[src/logic/sfsbc_defs.vh]
`ifndef SFSBC_DEFS_VH
`define SFSBC_DEFS_VH
// Operation
// command 30h clears erase and program failure flags, no latch needed
// flag clearing is accepted while write in progress reads one
// flag clearing leaves the write enable latch unchanged
// 18h takes a 32-bit unit address, low four bits zero, then eight dummies
// unit status byte is sent sixteen times, then next unit, until deselect
// with boot enabled, a read from start address is armed at reset
// boot output waits the 8-bit delay count; host sends nothing meanwhile
// boot starts at 23-bit start field times 512, default address zero
// boot streams while selected; deselect after a byte returns to commands
// host clocks at least one whole boot byte before deselecting
// boot streaming does not restart until the next power cycle or reset
// quad enable set sends boot data four bits per cycle, else single
// host limits boot clock to 50, 133 or 104 MHz by delay and quad
// 14h shifts boot register out, low byte first, msb first per byte
// boot register read repeats while the host keeps clocking
// 15h needs the latch set, then 32 bits low byte first msb first
// deselect right after bit 32, else dropped; timed update, busy, latch cleared
// update erase failure sets erase flag, program failure sets program flag; code sets only the erase flag when both fail
// 43h needs latch, one byte, deselect after bit 8, then timed busy operation
// failed pattern program sets program flag; completion clears the latch
// 4Ah needs latch, one byte, deselect after bit 8, applied at once
// 41h shifts the 8-bit learning pattern out, repeated per eight cycles
// command 06h sets the write enable latch gating write commands
// learning pattern is offered for double data rate read dummy cycles
// write commands with the latch clear are ignored without side effects
// boot start, delay and enable are non-volatile and reloaded at reset
`define SFSBC_CMD_WLSET     8'h06
`define SFSBC_CMD_CLR       8'h30
`define SFSBC_CMD_CORRD     8'h18
`define SFSBC_CMD_CFGRD     8'h14
`define SFSBC_CMD_CFGWR     8'h15
`define SFSBC_CMD_PATNV     8'h43
`define SFSBC_CMD_PATV      8'h4a
`define SFSBC_CMD_PATRD     8'h41
`define SFSBC_BEN_BIT       0
`define SFSBC_DLY_LSB       1
`define SFSBC_DLY_MSB       8
`define SFSBC_SA_LSB        9
`define SFSBC_SA_MSB        31
`define SFSBC_BOOT_CFG_RST  32'h0000_0000
`define SFSBC_PATTERN_RST   8'h00
`define SFSBC_ECC_DUMMY     8'h08
`define SFSBC_ECC_MASK      32'hffff_fff0
`define SFSBC_ECC_STEP      32'h0000_0010
`define SFSBC_CLK_NS        8
`define SFSBC_NV_OP_NS      2000
`define SFSBC_NV_OP_CYC     ((`SFSBC_NV_OP_NS + `SFSBC_CLK_NS - 1) / `SFSBC_CLK_NS)
`endif

[src/logic/sfsbc_core.v]
`timescale 1ns/100ps
`include "sfsbc_defs.vh"
module sfsbc_core #(
  parameter NV_OP_CYCLES = `SFSBC_NV_OP_CYC
) (
  input  wire        sys_clk_i,
  input  wire        rst_b_i,
  input  wire        pwr_on_b_i,
  input  wire        cs_b_i,
  input  wire        sck_i,
  input  wire [3:0]  io_i,
  output reg  [3:0]  io_o,
  output reg  [3:0]  io_oe_o,
  input  wire        quad_enable_i,
  input  wire [7:0]  ecc_status_i,
  input  wire [7:0]  array_data_i,
  input  wire        erase_fail_i,
  input  wire        prog_fail_i,
  output reg  [31:0] ecc_addr_o,
  output reg  [31:0] array_addr_o,
  output reg  [31:0] boot_stream_config_o,
  output reg  [7:0]  learning_pattern_o,
  output reg  [7:0]  pattern_nonvolatile_reg_o,
  output reg         write_enable_latch_o,
  output reg         write_in_progress_o,
  output reg         erase_err_o,
  output reg         prog_err_o,
  output reg         boot_armed_o
);
  localparam ST_IDLE  = 7'h01;
  localparam ST_CMD   = 7'h02;
  localparam ST_ADDR  = 7'h04;
  localparam ST_DUMMY = 7'h08;
  localparam ST_OUT   = 7'h10;
  localparam ST_IN    = 7'h20;
  localparam ST_BOOT  = 7'h40;
  localparam SEL_ECC  = 2'h0;
  localparam SEL_CFG  = 2'h1;
  localparam SEL_PAT  = 2'h2;

  wire [2:0]  pins_s;
  wire        cs_s;
  wire        sck_s;
  wire        si_s;
  reg         cs_d;
  reg         sck_d;
  reg  [6:0]  state;
  reg  [7:0]  cmd_reg;
  reg  [5:0]  bit_cnt;
  reg  [31:0] in_shift;
  reg  [7:0]  wait_cnt;
  reg  [3:0]  rep;
  reg  [1:0]  out_sel;
  reg  [7:0]  out_byte;
  reg  [3:0]  out_left;
  reg         cur_quad;
  reg         boot_byte_done;
  reg         init_done;
  reg         op_active;
  reg         op_is_cfg;
  reg  [15:0] op_cnt;
  reg  [31:0] pend_cfg;
  reg  [7:0]  pend_pat;
  reg         do_load;
  reg         do_shift;
  reg  [7:0]  load_byte;
  reg  [7:0]  next_cmd;
  wire        sck_rise;
  wire        sck_fall;
  wire        cs_fall;
  wire        cs_rise;
  wire        boot_start;
  wire        op_done;
  wire        cfg_commit;
  wire        pat_commit;
  wire        wip_now;
  wire        load_quad;

  function [31:0] byte_swap;
    input [31:0] v;
    begin
      byte_swap = {v[7:0], v[15:8], v[23:16], v[31:24]};
    end
  endfunction

  function [7:0] cfg_byte;
    input [31:0] v;
    input [1:0]  idx;
    begin
      if (idx == 2'h0) cfg_byte = v[7:0];
      else if (idx == 2'h1) cfg_byte = v[15:8];
      else if (idx == 2'h2) cfg_byte = v[23:16];
      else cfg_byte = v[31:24];
    end
  endfunction

  function [5:0] data_len;
    input [7:0] c;
    begin
      if (c == `SFSBC_CMD_CFGWR) data_len = 6'h20;
      else if (c == `SFSBC_CMD_PATNV || c == `SFSBC_CMD_PATV) data_len = 6'h08;
      else data_len = 6'h00;
    end
  endfunction

  sfsbc_sync #(
    .WIDTH(3),
    .RST_VAL(3'h4)
  ) u_sync (
    .sys_clk_i (sys_clk_i),
    .rst_b_i   (rst_b_i),
    .async_i   ({cs_b_i, sck_i, io_i[0]}),
    .sync_o    (pins_s)
  );

  assign cs_s       = pins_s[2];
  assign sck_s      = pins_s[1];
  assign si_s       = pins_s[0];
  assign sck_rise   = sck_s & ~sck_d & ~cs_s;
  assign sck_fall   = ~sck_s & sck_d & ~cs_s;
  assign cs_fall    = ~cs_s & cs_d;
  assign cs_rise    = cs_s & ~cs_d;
  assign boot_start = cs_fall & boot_armed_o & init_done;
  assign op_done    = op_active && (op_cnt == 16'h0001);
  assign cfg_commit = op_done & op_is_cfg & ~erase_fail_i & ~prog_fail_i;
  assign pat_commit = op_done & ~op_is_cfg & ~prog_fail_i;
  assign wip_now    = op_active | erase_err_o | prog_err_o;
  assign load_quad  = boot_start ? quad_enable_i : cur_quad;

  // output step and byte selection
  always @* begin
    do_load   = 1'b0;
    do_shift  = 1'b0;
    load_byte = learning_pattern_o;
    next_cmd  = {cmd_reg[6:0], si_s};
    if (boot_start) begin
      do_load = (boot_stream_config_o[`SFSBC_DLY_MSB:`SFSBC_DLY_LSB] == 8'h00);
    end else if (sck_fall) begin
      if ((state == ST_DUMMY || state == ST_BOOT) && wait_cnt != 8'h00) begin
        do_load = (wait_cnt == 8'h01);
      end else if (state == ST_OUT || state == ST_BOOT) begin
        if (out_left > 4'h1) do_shift = 1'b1;
        else do_load = 1'b1;
      end
    end
    if (state == ST_BOOT || boot_start) begin
      load_byte = array_data_i;
    end else if (out_sel == SEL_ECC) begin
      load_byte = ecc_status_i;
    end else if (out_sel == SEL_CFG) begin
      load_byte = cfg_byte(boot_stream_config_o, rep[1:0]);
    end
  end

  // non-volatile storage, kept across hardware reset, cleared only at power on
  always @(posedge sys_clk_i or negedge pwr_on_b_i) begin
    if (!pwr_on_b_i) begin
      boot_stream_config_o      <= `SFSBC_BOOT_CFG_RST;
      pattern_nonvolatile_reg_o <= `SFSBC_PATTERN_RST;
    end else begin
      if (cfg_commit) boot_stream_config_o <= pend_cfg;
      if (pat_commit) pattern_nonvolatile_reg_o <= pend_pat;
    end
  end

  always @(posedge sys_clk_i or negedge rst_b_i) begin
    if (!rst_b_i) begin
      cs_d                 <= 1'b1;
      sck_d                <= 1'b0;
      state                <= ST_IDLE;
      cmd_reg              <= 8'h00;
      bit_cnt              <= 6'h00;
      in_shift             <= 32'h0000_0000;
      wait_cnt             <= 8'h00;
      rep                  <= 4'h0;
      out_sel              <= SEL_ECC;
      out_byte             <= 8'h00;
      out_left             <= 4'h0;
      cur_quad             <= 1'b0;
      boot_byte_done       <= 1'b0;
      init_done            <= 1'b0;
      op_active            <= 1'b0;
      op_is_cfg            <= 1'b0;
      op_cnt               <= 16'h0000;
      pend_cfg             <= 32'h0000_0000;
      pend_pat             <= 8'h00;
      io_o                 <= 4'h0;
      io_oe_o              <= 4'h0;
      ecc_addr_o           <= 32'h0000_0000;
      array_addr_o         <= 32'h0000_0000;
      learning_pattern_o   <= 8'h00;
      write_enable_latch_o <= 1'b0;
      write_in_progress_o  <= 1'b0;
      erase_err_o          <= 1'b0;
      prog_err_o           <= 1'b0;
      boot_armed_o         <= 1'b0;
    end else begin
      cs_d                <= cs_s;
      sck_d               <= sck_s;
      write_in_progress_o <= wip_now;
      if (!init_done) begin
        init_done          <= 1'b1;
        learning_pattern_o <= pattern_nonvolatile_reg_o;
        boot_armed_o       <= boot_stream_config_o[`SFSBC_BEN_BIT];
        array_addr_o       <= {boot_stream_config_o[`SFSBC_SA_MSB:`SFSBC_SA_LSB], 9'h000};
      end
      if (op_active) op_cnt <= op_cnt - 16'h0001;
      if (cs_fall) begin
        bit_cnt        <= 6'h00;
        out_left       <= 4'h0;
        boot_byte_done <= 1'b0;
        cur_quad       <= boot_start & quad_enable_i;
        if (boot_start) begin
          state    <= ST_BOOT;
          wait_cnt <= boot_stream_config_o[`SFSBC_DLY_MSB:`SFSBC_DLY_LSB];
        end else begin
          state <= ST_CMD;
        end
      end else if (cs_rise) begin
        state   <= ST_IDLE;
        io_oe_o <= 4'h0;
        if (state == ST_BOOT && boot_byte_done) boot_armed_o <= 1'b0;
        if (state == ST_IN && bit_cnt == data_len(cmd_reg)) begin
          if (cmd_reg == `SFSBC_CMD_WLSET && !op_active) begin
            write_enable_latch_o <= 1'b1;
          end else if (cmd_reg == `SFSBC_CMD_CLR) begin
            erase_err_o <= 1'b0;
            prog_err_o  <= 1'b0;
          end else if (write_enable_latch_o && !wip_now) begin
            if (cmd_reg == `SFSBC_CMD_CFGWR) begin
              op_active <= 1'b1;
              op_is_cfg <= 1'b1;
              op_cnt    <= NV_OP_CYCLES[15:0];
              pend_cfg  <= byte_swap(in_shift);
            end else if (cmd_reg == `SFSBC_CMD_PATNV) begin
              op_active <= 1'b1;
              op_is_cfg <= 1'b0;
              op_cnt    <= NV_OP_CYCLES[15:0];
              pend_pat  <= in_shift[7:0];
            end else if (cmd_reg == `SFSBC_CMD_PATV) begin
              learning_pattern_o <= in_shift[7:0];
            end
          end
        end
      end else if (sck_rise) begin
        if (state == ST_CMD) begin
          cmd_reg <= next_cmd;
          bit_cnt <= bit_cnt + 6'h01;
          if (bit_cnt == 6'h07) begin
            bit_cnt <= 6'h00;
            rep     <= 4'h0;
            if (next_cmd == `SFSBC_CMD_CORRD) begin
              state   <= ST_ADDR;
              out_sel <= SEL_ECC;
            end else if (next_cmd == `SFSBC_CMD_CFGRD) begin
              state   <= ST_OUT;
              out_sel <= SEL_CFG;
            end else if (next_cmd == `SFSBC_CMD_PATRD) begin
              state   <= ST_OUT;
              out_sel <= SEL_PAT;
            end else if (next_cmd == `SFSBC_CMD_WLSET || next_cmd == `SFSBC_CMD_CLR ||
                         next_cmd == `SFSBC_CMD_CFGWR || next_cmd == `SFSBC_CMD_PATNV ||
                         next_cmd == `SFSBC_CMD_PATV) begin
              state <= ST_IN;
            end else begin
              state <= ST_IDLE;
            end
          end
        end else if (state == ST_ADDR) begin
          in_shift <= {in_shift[30:0], si_s};
          bit_cnt  <= bit_cnt + 6'h01;
          if (bit_cnt == 6'h1f) begin
            ecc_addr_o <= {in_shift[30:0], si_s} & `SFSBC_ECC_MASK;
            state      <= ST_DUMMY;
            wait_cnt   <= `SFSBC_ECC_DUMMY + 8'h01;
          end
        end else if (state == ST_IN) begin
          in_shift <= {in_shift[30:0], si_s};
          if (bit_cnt != 6'h3f) bit_cnt <= bit_cnt + 6'h01;
        end else if (state == ST_BOOT && out_left == 4'h1) begin
          boot_byte_done <= 1'b1;
        end
      end
      if (sck_fall && (state == ST_DUMMY || state == ST_BOOT) && wait_cnt != 8'h00) begin
        wait_cnt <= wait_cnt - 8'h01;
        if (state == ST_DUMMY && wait_cnt == 8'h01) state <= ST_OUT;
      end
      if (do_load) begin
        out_byte <= load_byte;
        rep      <= rep + 4'h1;
        if (load_quad) begin
          out_left <= 4'h2;
          io_o     <= load_byte[7:4];
          io_oe_o  <= 4'hf;
        end else begin
          out_left <= 4'h8;
          io_o     <= {2'h0, load_byte[7], 1'b0};
          io_oe_o  <= 4'h2;
        end
        if (state == ST_BOOT || boot_start) begin
          array_addr_o <= array_addr_o + 32'h0000_0001;
        end else if (out_sel == SEL_ECC && rep == 4'hf) begin
          ecc_addr_o <= ecc_addr_o + `SFSBC_ECC_STEP;
        end
      end else if (do_shift) begin
        out_left <= out_left - 4'h1;
        if (cur_quad) begin
          out_byte <= {out_byte[3:0], 4'h0};
          io_o     <= out_byte[3:0];
        end else begin
          out_byte <= {out_byte[6:0], 1'b0};
          io_o     <= {2'h0, out_byte[6], 1'b0};
        end
      end
      if (op_done) begin
        op_active            <= 1'b0;
        write_enable_latch_o <= 1'b0;
        if (op_is_cfg && erase_fail_i) erase_err_o <= 1'b1;
        else if (prog_fail_i) prog_err_o <= 1'b1;
      end
    end
  end
endmodule // sfsbc_core

[src/logic/sfsbc_sync.v]
`timescale 1ns/100ps
module sfsbc_sync #(
  parameter             WIDTH   = 3,
  parameter [WIDTH-1:0] RST_VAL = {WIDTH{1'b1}}
) (
  input  wire             sys_clk_i,
  input  wire             rst_b_i,
  input  wire [WIDTH-1:0] async_i,
  output reg  [WIDTH-1:0] sync_o
);
  reg [WIDTH-1:0] meta;
  // two stage synchroniser, reset to the pin idle levels
  always @(posedge sys_clk_i or negedge rst_b_i) begin
    if (!rst_b_i) begin
      meta   <= RST_VAL;
      sync_o <= RST_VAL;
    end else begin
      meta   <= async_i;
      sync_o <= meta;
    end
  end
endmodule // sfsbc_sync

[config.mk]
export PLATFORM = sky130hd
export DESIGN_NAME = sfsbc_core
export DESIGN_NICKNAME = d
export VERILOG_FILES = /design/src/logic/sfsbc_core.v /design/src/logic/sfsbc_sync.v
export VERILOG_INCLUDE_DIRS = /design/src /design/src/logic
export SDC_FILE = /design/constraint.sdc
export NUM_CORES = 1
export LEC_CHECK = 0
export CAP_MARGIN = 5
export CORE_ASPECT_RATIO = 0.9
export CORE_MARGIN = 1
export CORE_UTILIZATION = 35
export DETAILED_ROUTE_END_ITERATION = 16
export DONT_BUFFER_PORTS = 1
export MAX_ROUTING_LAYER = met4
export PLACE_DENSITY = 0.58
export SLEW_MARGIN = 5
export SYNTH_ARGS = -nofsm -noshare
export SYNTH_HDL_FRONTEND = slang
export SYNTH_SLANG_ARGS = --single-unit
[constraint.sdc]
create_clock -name sys_clk_i -period 4.99 [get_ports sys_clk_i]
set_clock_uncertainty 0.2 [all_clocks]
set_input_delay 0.998 -clock sys_clk_i [delete_from_list [all_inputs] [get_ports sys_clk_i]]
set_output_delay 0.998 -clock sys_clk_i [all_outputs]
set_load 0.01 [all_outputs]
After elaboration in Yosys (flattened, before gate mapping) --
Cells that the tools add are included. W data, S select, Z words.
Operators by class: eq/ne operators 42, order comparisons 1, add/subtract/negate cells 7, mux-type cells 150, bitwise logic cells 29, reduce and logical (&&, ||, !) cells 60
Operators with widths (number):
- $mux W32 | 14
- $mux W8 | 24
- $mux W16 | 9
- $mux W7 | 13
- $mux W6 | 15
- $mux W4 | 19
- $mux W1 | 53
- $eq A8 B7 Y1 const B | 5
- $add A32 B1 Y32 const B | 1
- $add A32 B5 Y32 const B | 1
- $eq A8 B5 Y1 const B | 4
- $reduce_bool A2 Y1 | 13
- $reduce_and A7 Y1 | 3
- $reduce_and A6 Y1 | 3
- $reduce_bool A3 Y1 | 6
- $eq A16 B1 Y1 const B | 1
- $eq A8 B3 Y1 const B | 2
- $eq A8 B6 Y1 const B | 2
- $ne A2 B2 Y1 const B | 8
- $sub A16 B1 Y16 const B | 1
- $and A1 B1 Y1 | 14
- $not A1 Y1 | 13
- $logic_and A1 B1 Y1 | 12
- $reduce_and A4 Y1 | 3
- 34 further kinds | 50
Word-level totals: output and inout port bits 125, bits in registers 272, logic and storage cells 322, input port bits 28

Logic depth before layout (Yosys ltp) --
depth in word-level cells 16, depth in mapped cells 11, depth with buffers taken out 8

Modules after synthesis --
Synthesis repeated with hierarchy kept, for this count alone.
Unflattened totals: cell total of the unflattened synthesis 1318, area, all modules 13613.1 um^2
Modules (own cells, without submodules):
- sfsbc_core | area each 13460.4 um^2, instances 1, cells an instance 1312, sequential area each 6608.8 um^2
- sfsbc_sync | area each 152.6 um^2, instances 1, cells an instance 6, sequential area each 152.6 um^2

Least setup slack after synthesis --
Ideal clock, no wire load.
kind register to register, from register cmd_reg[2], to register learning_pattern_o[0], period minus slack after synthesis 2.851 ns, required time 4.665 ns, path buffers 2, library setup time 0.125 ns, arrival time 2.526 ns, setup slack 2.139 ns, cell stages (with the launch flop) 9, cell sequence dfrtp_1 -> buf_6 -> or3_1 -> o31a_1 -> nor4_2 -> and3_1 -> or4b_1 -> buf_6 -> mux2_4
Between the ends: cells in the longest elaborated chain, start to end 11, elaborated cells between the ends (all ways) 22, classes of those cells 6 x eq/ne; 13 x mux; 3 x reduce/logical
RTL lines:
- start, declared | line sfsbc_core.v:48 | reg [7:0] cmd_reg;
- start signal, assigned | line sfsbc_core.v:247 | cmd_reg <= next_cmd;
- $eq A8 B7 Y1 (no source line)
- $logic_or A1 B1 Y1 (no source line)
- $mux W4 | line sfsbc_core.v:101 | else if (c == `SFSBC_CMD_PATNV || c == `SFSBC_CMD_PATV) data_len = 6'h08;
- $mux W6 | line sfsbc_core.v:100 | if (c == `SFSBC_CMD_CFGWR) data_len = 6'h20;
- $mux W6 | line sfsbc_core.v:219 | end else if (cs_rise) begin
- $mux W6 | line sfsbc_core.v:208 | if (cs_fall) begin
- $eq A6 B6 Y1 | line sfsbc_core.v:223 | if (state == ST_IN && bit_cnt == data_len(cmd_reg)) begin
- $logic_and A1 B1 Y1 | line sfsbc_core.v:223
- $mux W8 * | line sfsbc_core.v:223
- $mux W8 * | line sfsbc_core.v:219
- $mux W8 * | line sfsbc_core.v:208
- end signal, assigned | line sfsbc_core.v:203 | learning_pattern_o <= pattern_nonvolatile_reg_o;
- end signal, assigned | line sfsbc_core.v:241 | learning_pattern_o <= in_shift[7:0];
- end, declared | line sfsbc_core.v:22 | output reg [7:0] learning_pattern_o,
Mark *: on every way between the ends. The rest lies on a longest branch, timed or not. The select of a mux whose other input is x is not followed. A chain may end at the register's enable or synchronous reset.

Worst setup path after layout --
from register u_sync.sync_o[2], to register ecc_addr_o[17]
Between the ends: elaborated cells between the ends (all ways) 16, classes of those cells 8 x mux; 7 x bitwise; 1 x reduce/logical
RTL lines:
- start, declared | line sfsbc_sync.v:9 | output reg [WIDTH-1:0] sync_o
- start signal, assigned | line sfsbc_sync.v:19 | sync_o <= meta;
- $not A1 Y1 * | line sfsbc_core.v:121 | assign cs_fall = ~cs_s & cs_d;
- $and A1 B1 Y1 * | line sfsbc_core.v:121
- named net cs_fall | line sfsbc_core.v:70 | wire cs_fall;
- $and A1 B1 Y1 (2 in a row) | line sfsbc_core.v:123 | assign boot_start = cs_fall & boot_armed_o & init_done;
- $logic_or A1 B1 Y1 | line sfsbc_core.v:300 | if (state == ST_BOOT || boot_start) begin
- $mux W32 | line sfsbc_core.v:300
- $mux W32 * | line sfsbc_core.v:288 | if (do_load) begin
- end signal, assigned | line sfsbc_core.v:273 | ecc_addr_o <= {in_shift[30:0], si_s} & `SFSBC_ECC_MASK;
- end signal, assigned | line sfsbc_core.v:303 | ecc_addr_o <= ecc_addr_o + `SFSBC_ECC_STEP;
- end, declared | line sfsbc_core.v:19 | output reg [31:0] ecc_addr_o,
The timed path passes the listed nets; every way through them passes the cells marked *.

==> flow_summary.yaml <==
worst_hold_path:
  hp-class: "in2async"
die:
  die_x_um: 211.5
  ioPinCount: 153
  die_area_um2: 40280
  start_util: 0.3578
  die_h_um: 190.5
  core_area_um2: 38630
  std_cell_rows: 68
clock_network:
  cts_max_path_buffers: 3
  path_clk_slew_ns: 0.06
  cts-root-buf: "clkbuf_16"
  htree_levels: 1
  post_cts_buffers: 0
  clkLatencyLatePin_ns: 0.57
  ctsHoldBuffers: 1
  cts_resized: 0
  tritoncts: "built"
  cts.sinks: 270
  numCtsBuffers: 28
timing:
  min_period_over_period: 0.7445
  max_freq_mhz: 269.2
  finalSetupTns_ns: 0
  slew_headroom: 0.2080
  worst_slew_pin_slew_ns: 1.158
  layout_min_cycle_time_ns: 3.715
  slew_violations: 0
  fin_hold_ws_ns: -0.07095
  rsz0062_at_grt: "false"
  hold_violations: 157
  finalSetupViolCount: 0
power_and_ir_drop:
  vdd_drop_max_mv: 0.2083
  leakagePower_nw: 6.920
  pwr-share-seq: 0.499
  pwr-share-clk: 0.475
  p_sw_mw: 1.031
  p_per_area_nw_per_um2: 296.4
  p_int_mw: 3.502
  power_frac_comb: 0.026
  switching_share: 0.2275
global_routing:
  grt_pass1_vias: 9994
  track_usage: 0.2013
  antenna_found_initial: 1
  overflow: 0
  grt_max_degree: 231
  grt_pass1_wl_um: 61280
critical_path:
  cp.required_ns: 5.24
  worstSetupPathType: "reg2reg"
  critPathLaunchType: "flip-flop"
  endpoint_kind: "flip-flop"
  path_max_fanout: 57
  worstPathArrival_ns: 3.97
  rrSetupSlack_ns: 1.28
place:
  dp_hpwl_um: 27770
  dpl-instance-area_um2: 14330
  port_buffers: 0
  place.gp.congestion: 0.8977
route:
  ant_nets: 0
  vias: 10390
  drt_iter0_markers: 1036
  viasPerCell: 5.672
  dr.pass1.iters: 6
  drc_errors: 0
  wire_per_inst_um: 21.57
  routed_wl_um: 39520
synth:
  synth_top_area_share: 0.4817
  synth_largest_area_cell: "dfrtp_1"
  async_reset_ff_frac: 1.000
  synth_edf_count: 0
  netlist_area_um2: 13820
  synthTopCellsByArea: "dfrtp_1, mux2_2, nor2_1"
  synth.ff_latch_count: 270
  seq_area_frac_synth: 0.4893
  syn_avg_cell_area_um2: 10.59
  synth_ff_type: "dfrtp_1"
  yosysUniqueCellTypes: 88
  synth_nets: 1349
  synth_most_common_cell: "dfrtp_1"
  ys.warnings.count: 0
  synthCells: 1305
  synthTopCellsByCount: "dfrtp_1, mux2_2, nor2_1"
final_layout:
  layout-drive-gt1-share: 0.1968
  final_nets: 1328
  nFillCells: 3806
  finish.instance_area_um2: 15290
  syn_to_final_growth_pct: 10.66
status:
  status: "complete, but fails checks"
  violations: "negative hold slack"
job:
  drv_cap: 0
[final cells by class]
class	instances	area, um^2	area share
diodes	1	2.502	0.0001636
flip-flops and latches	270	6761	0.4422
multi-input cells	932	6646	0.4346
clock buffers	39	812.0	0.05310
repair buffers	17	152.6	0.009982
clock inverters	13	128.9	0.008427
well taps	525	656.9	0.04296
inverters	35	131.4	0.008591
[layout by cell type (no fill, tap or decap), drive strengths merged, types with 11 or more instances in the layout]
cell type	netlist	layout
o21a	13	13
and3	24	24
ha	16	16
a211oi	17	17
a21oi	32	32
clkinv	1	11
a31oi	12	12
inv	34	34
buf	22	17
nand2	100	100
mux2	142	142
and2	17	17
nor2	103	103
xor2	13	13
xnor2	15	15
nor3	44	44
nor4	16	16
nand4	21	21
nand3	62	62
clkbuf	46	39
nor2b	15	15
o221a	15	15
o21ai	47	47
mux2i	32	32
dfrtp	266	266
[worst paths after layout]
check / startpoint / endpoint / depth (start not counted)
max: u_sync.sync_o[2] / ecc_addr_o[17] / 11
min: rst_b_i / ecc_addr_o[14] / 0
max reg2reg: u_sync.sync_o[2] / ecc_addr_o[17] / 11
min reg2reg: u_sync.meta[0] / u_sync.sync_o[0] / 0
max in group asynchronous: rst_b_i / cs_d / 0
min in group sys_clk_i: u_sync.meta[0] / u_sync.sync_o[0] / 0
[per-layer routing]
| metal | vias to the layer above | track usage | wire length, um | part of all wire |
|---|---|---|---|---|
| li1 | 4767 | - | - | - |
| met1 | 5239 | 0.2832 | 18470 | 0.47 |
| met2 | 322 | 0.2939 | 17240 | 0.44 |
| met3 | 64 | 0.04447 | 2860 | 0.072 |
| met4 | 0 | 0.04599 | 949 | 0.024 |
| met5 | - | - | 0 | 0 |
[power groups by stage]
stage | combinational (mW) | sequential, mW | clock, mW
after floorplan | 0.0931 | 2.28 | 0
after global routing | 0.135 | 2.26 | 2.30
after detailed placement | 0.109 | 2.30 | 0
final | 0.119 | 2.26 | 2.15
after global placement | 0.107 | 2.30 | 0
after CTS | 0.118 | 2.26 | 2.21
[critical path: stages (launching register included)]
cell and delay, ns:
dfstp_2 0.58, inv_1 0.05, ha_1 0.18, buf_4 0.21, nand3_1 0.23, o41a_1 0.20, buf_4 0.26, nand3_1 0.35
a211oi_4 0.36, buf_12 0.30, mux2_2 0.37, o221a_2 0.24
[cell families (layout without fill, tap and decap cells)]
logic type / after synthesis / in the layout / synth area share
AND/OR/NAND/NOR: 472 / 472 / 0.1767
flip-flops: 270 / 270 / 0.4893
AO/OA/AOI/OAI: 241 / 241 / 0.1287
multiplexers: 174 / 174 / 0.1411
buffers and inverters: 103 / 104 / 0.03178
XOR/XNOR: 28 / 28 / 0.01775
adder cells (fa/ha/maj): 16 / 16 / 0.01449
other: 1 / 2 / 0.0002714
[per-stage QoR]
stage / util / power [mW] / hold slack, ns / worst slack, ns / std cells
finish: 0.3959 / 4.533 / -0.07095 / 1.275 / 1832
detailed placement: 0.3710 / 2.410 / 0.1347 / 1.370 / 1778
global route: 0.3959 / 4.695 / -0.1023 / 1.176 / 1832
global placement: 0.3710 / 2.406 / 0.1400 / 1.390 / 1778
floorplan: - / 2.376 / 0.1312 / 2.139 / 1305
CTS: 0.3958 / 4.584 / -0.1040 / 1.307 / 1831
Power figures use the tool's default switching activity.
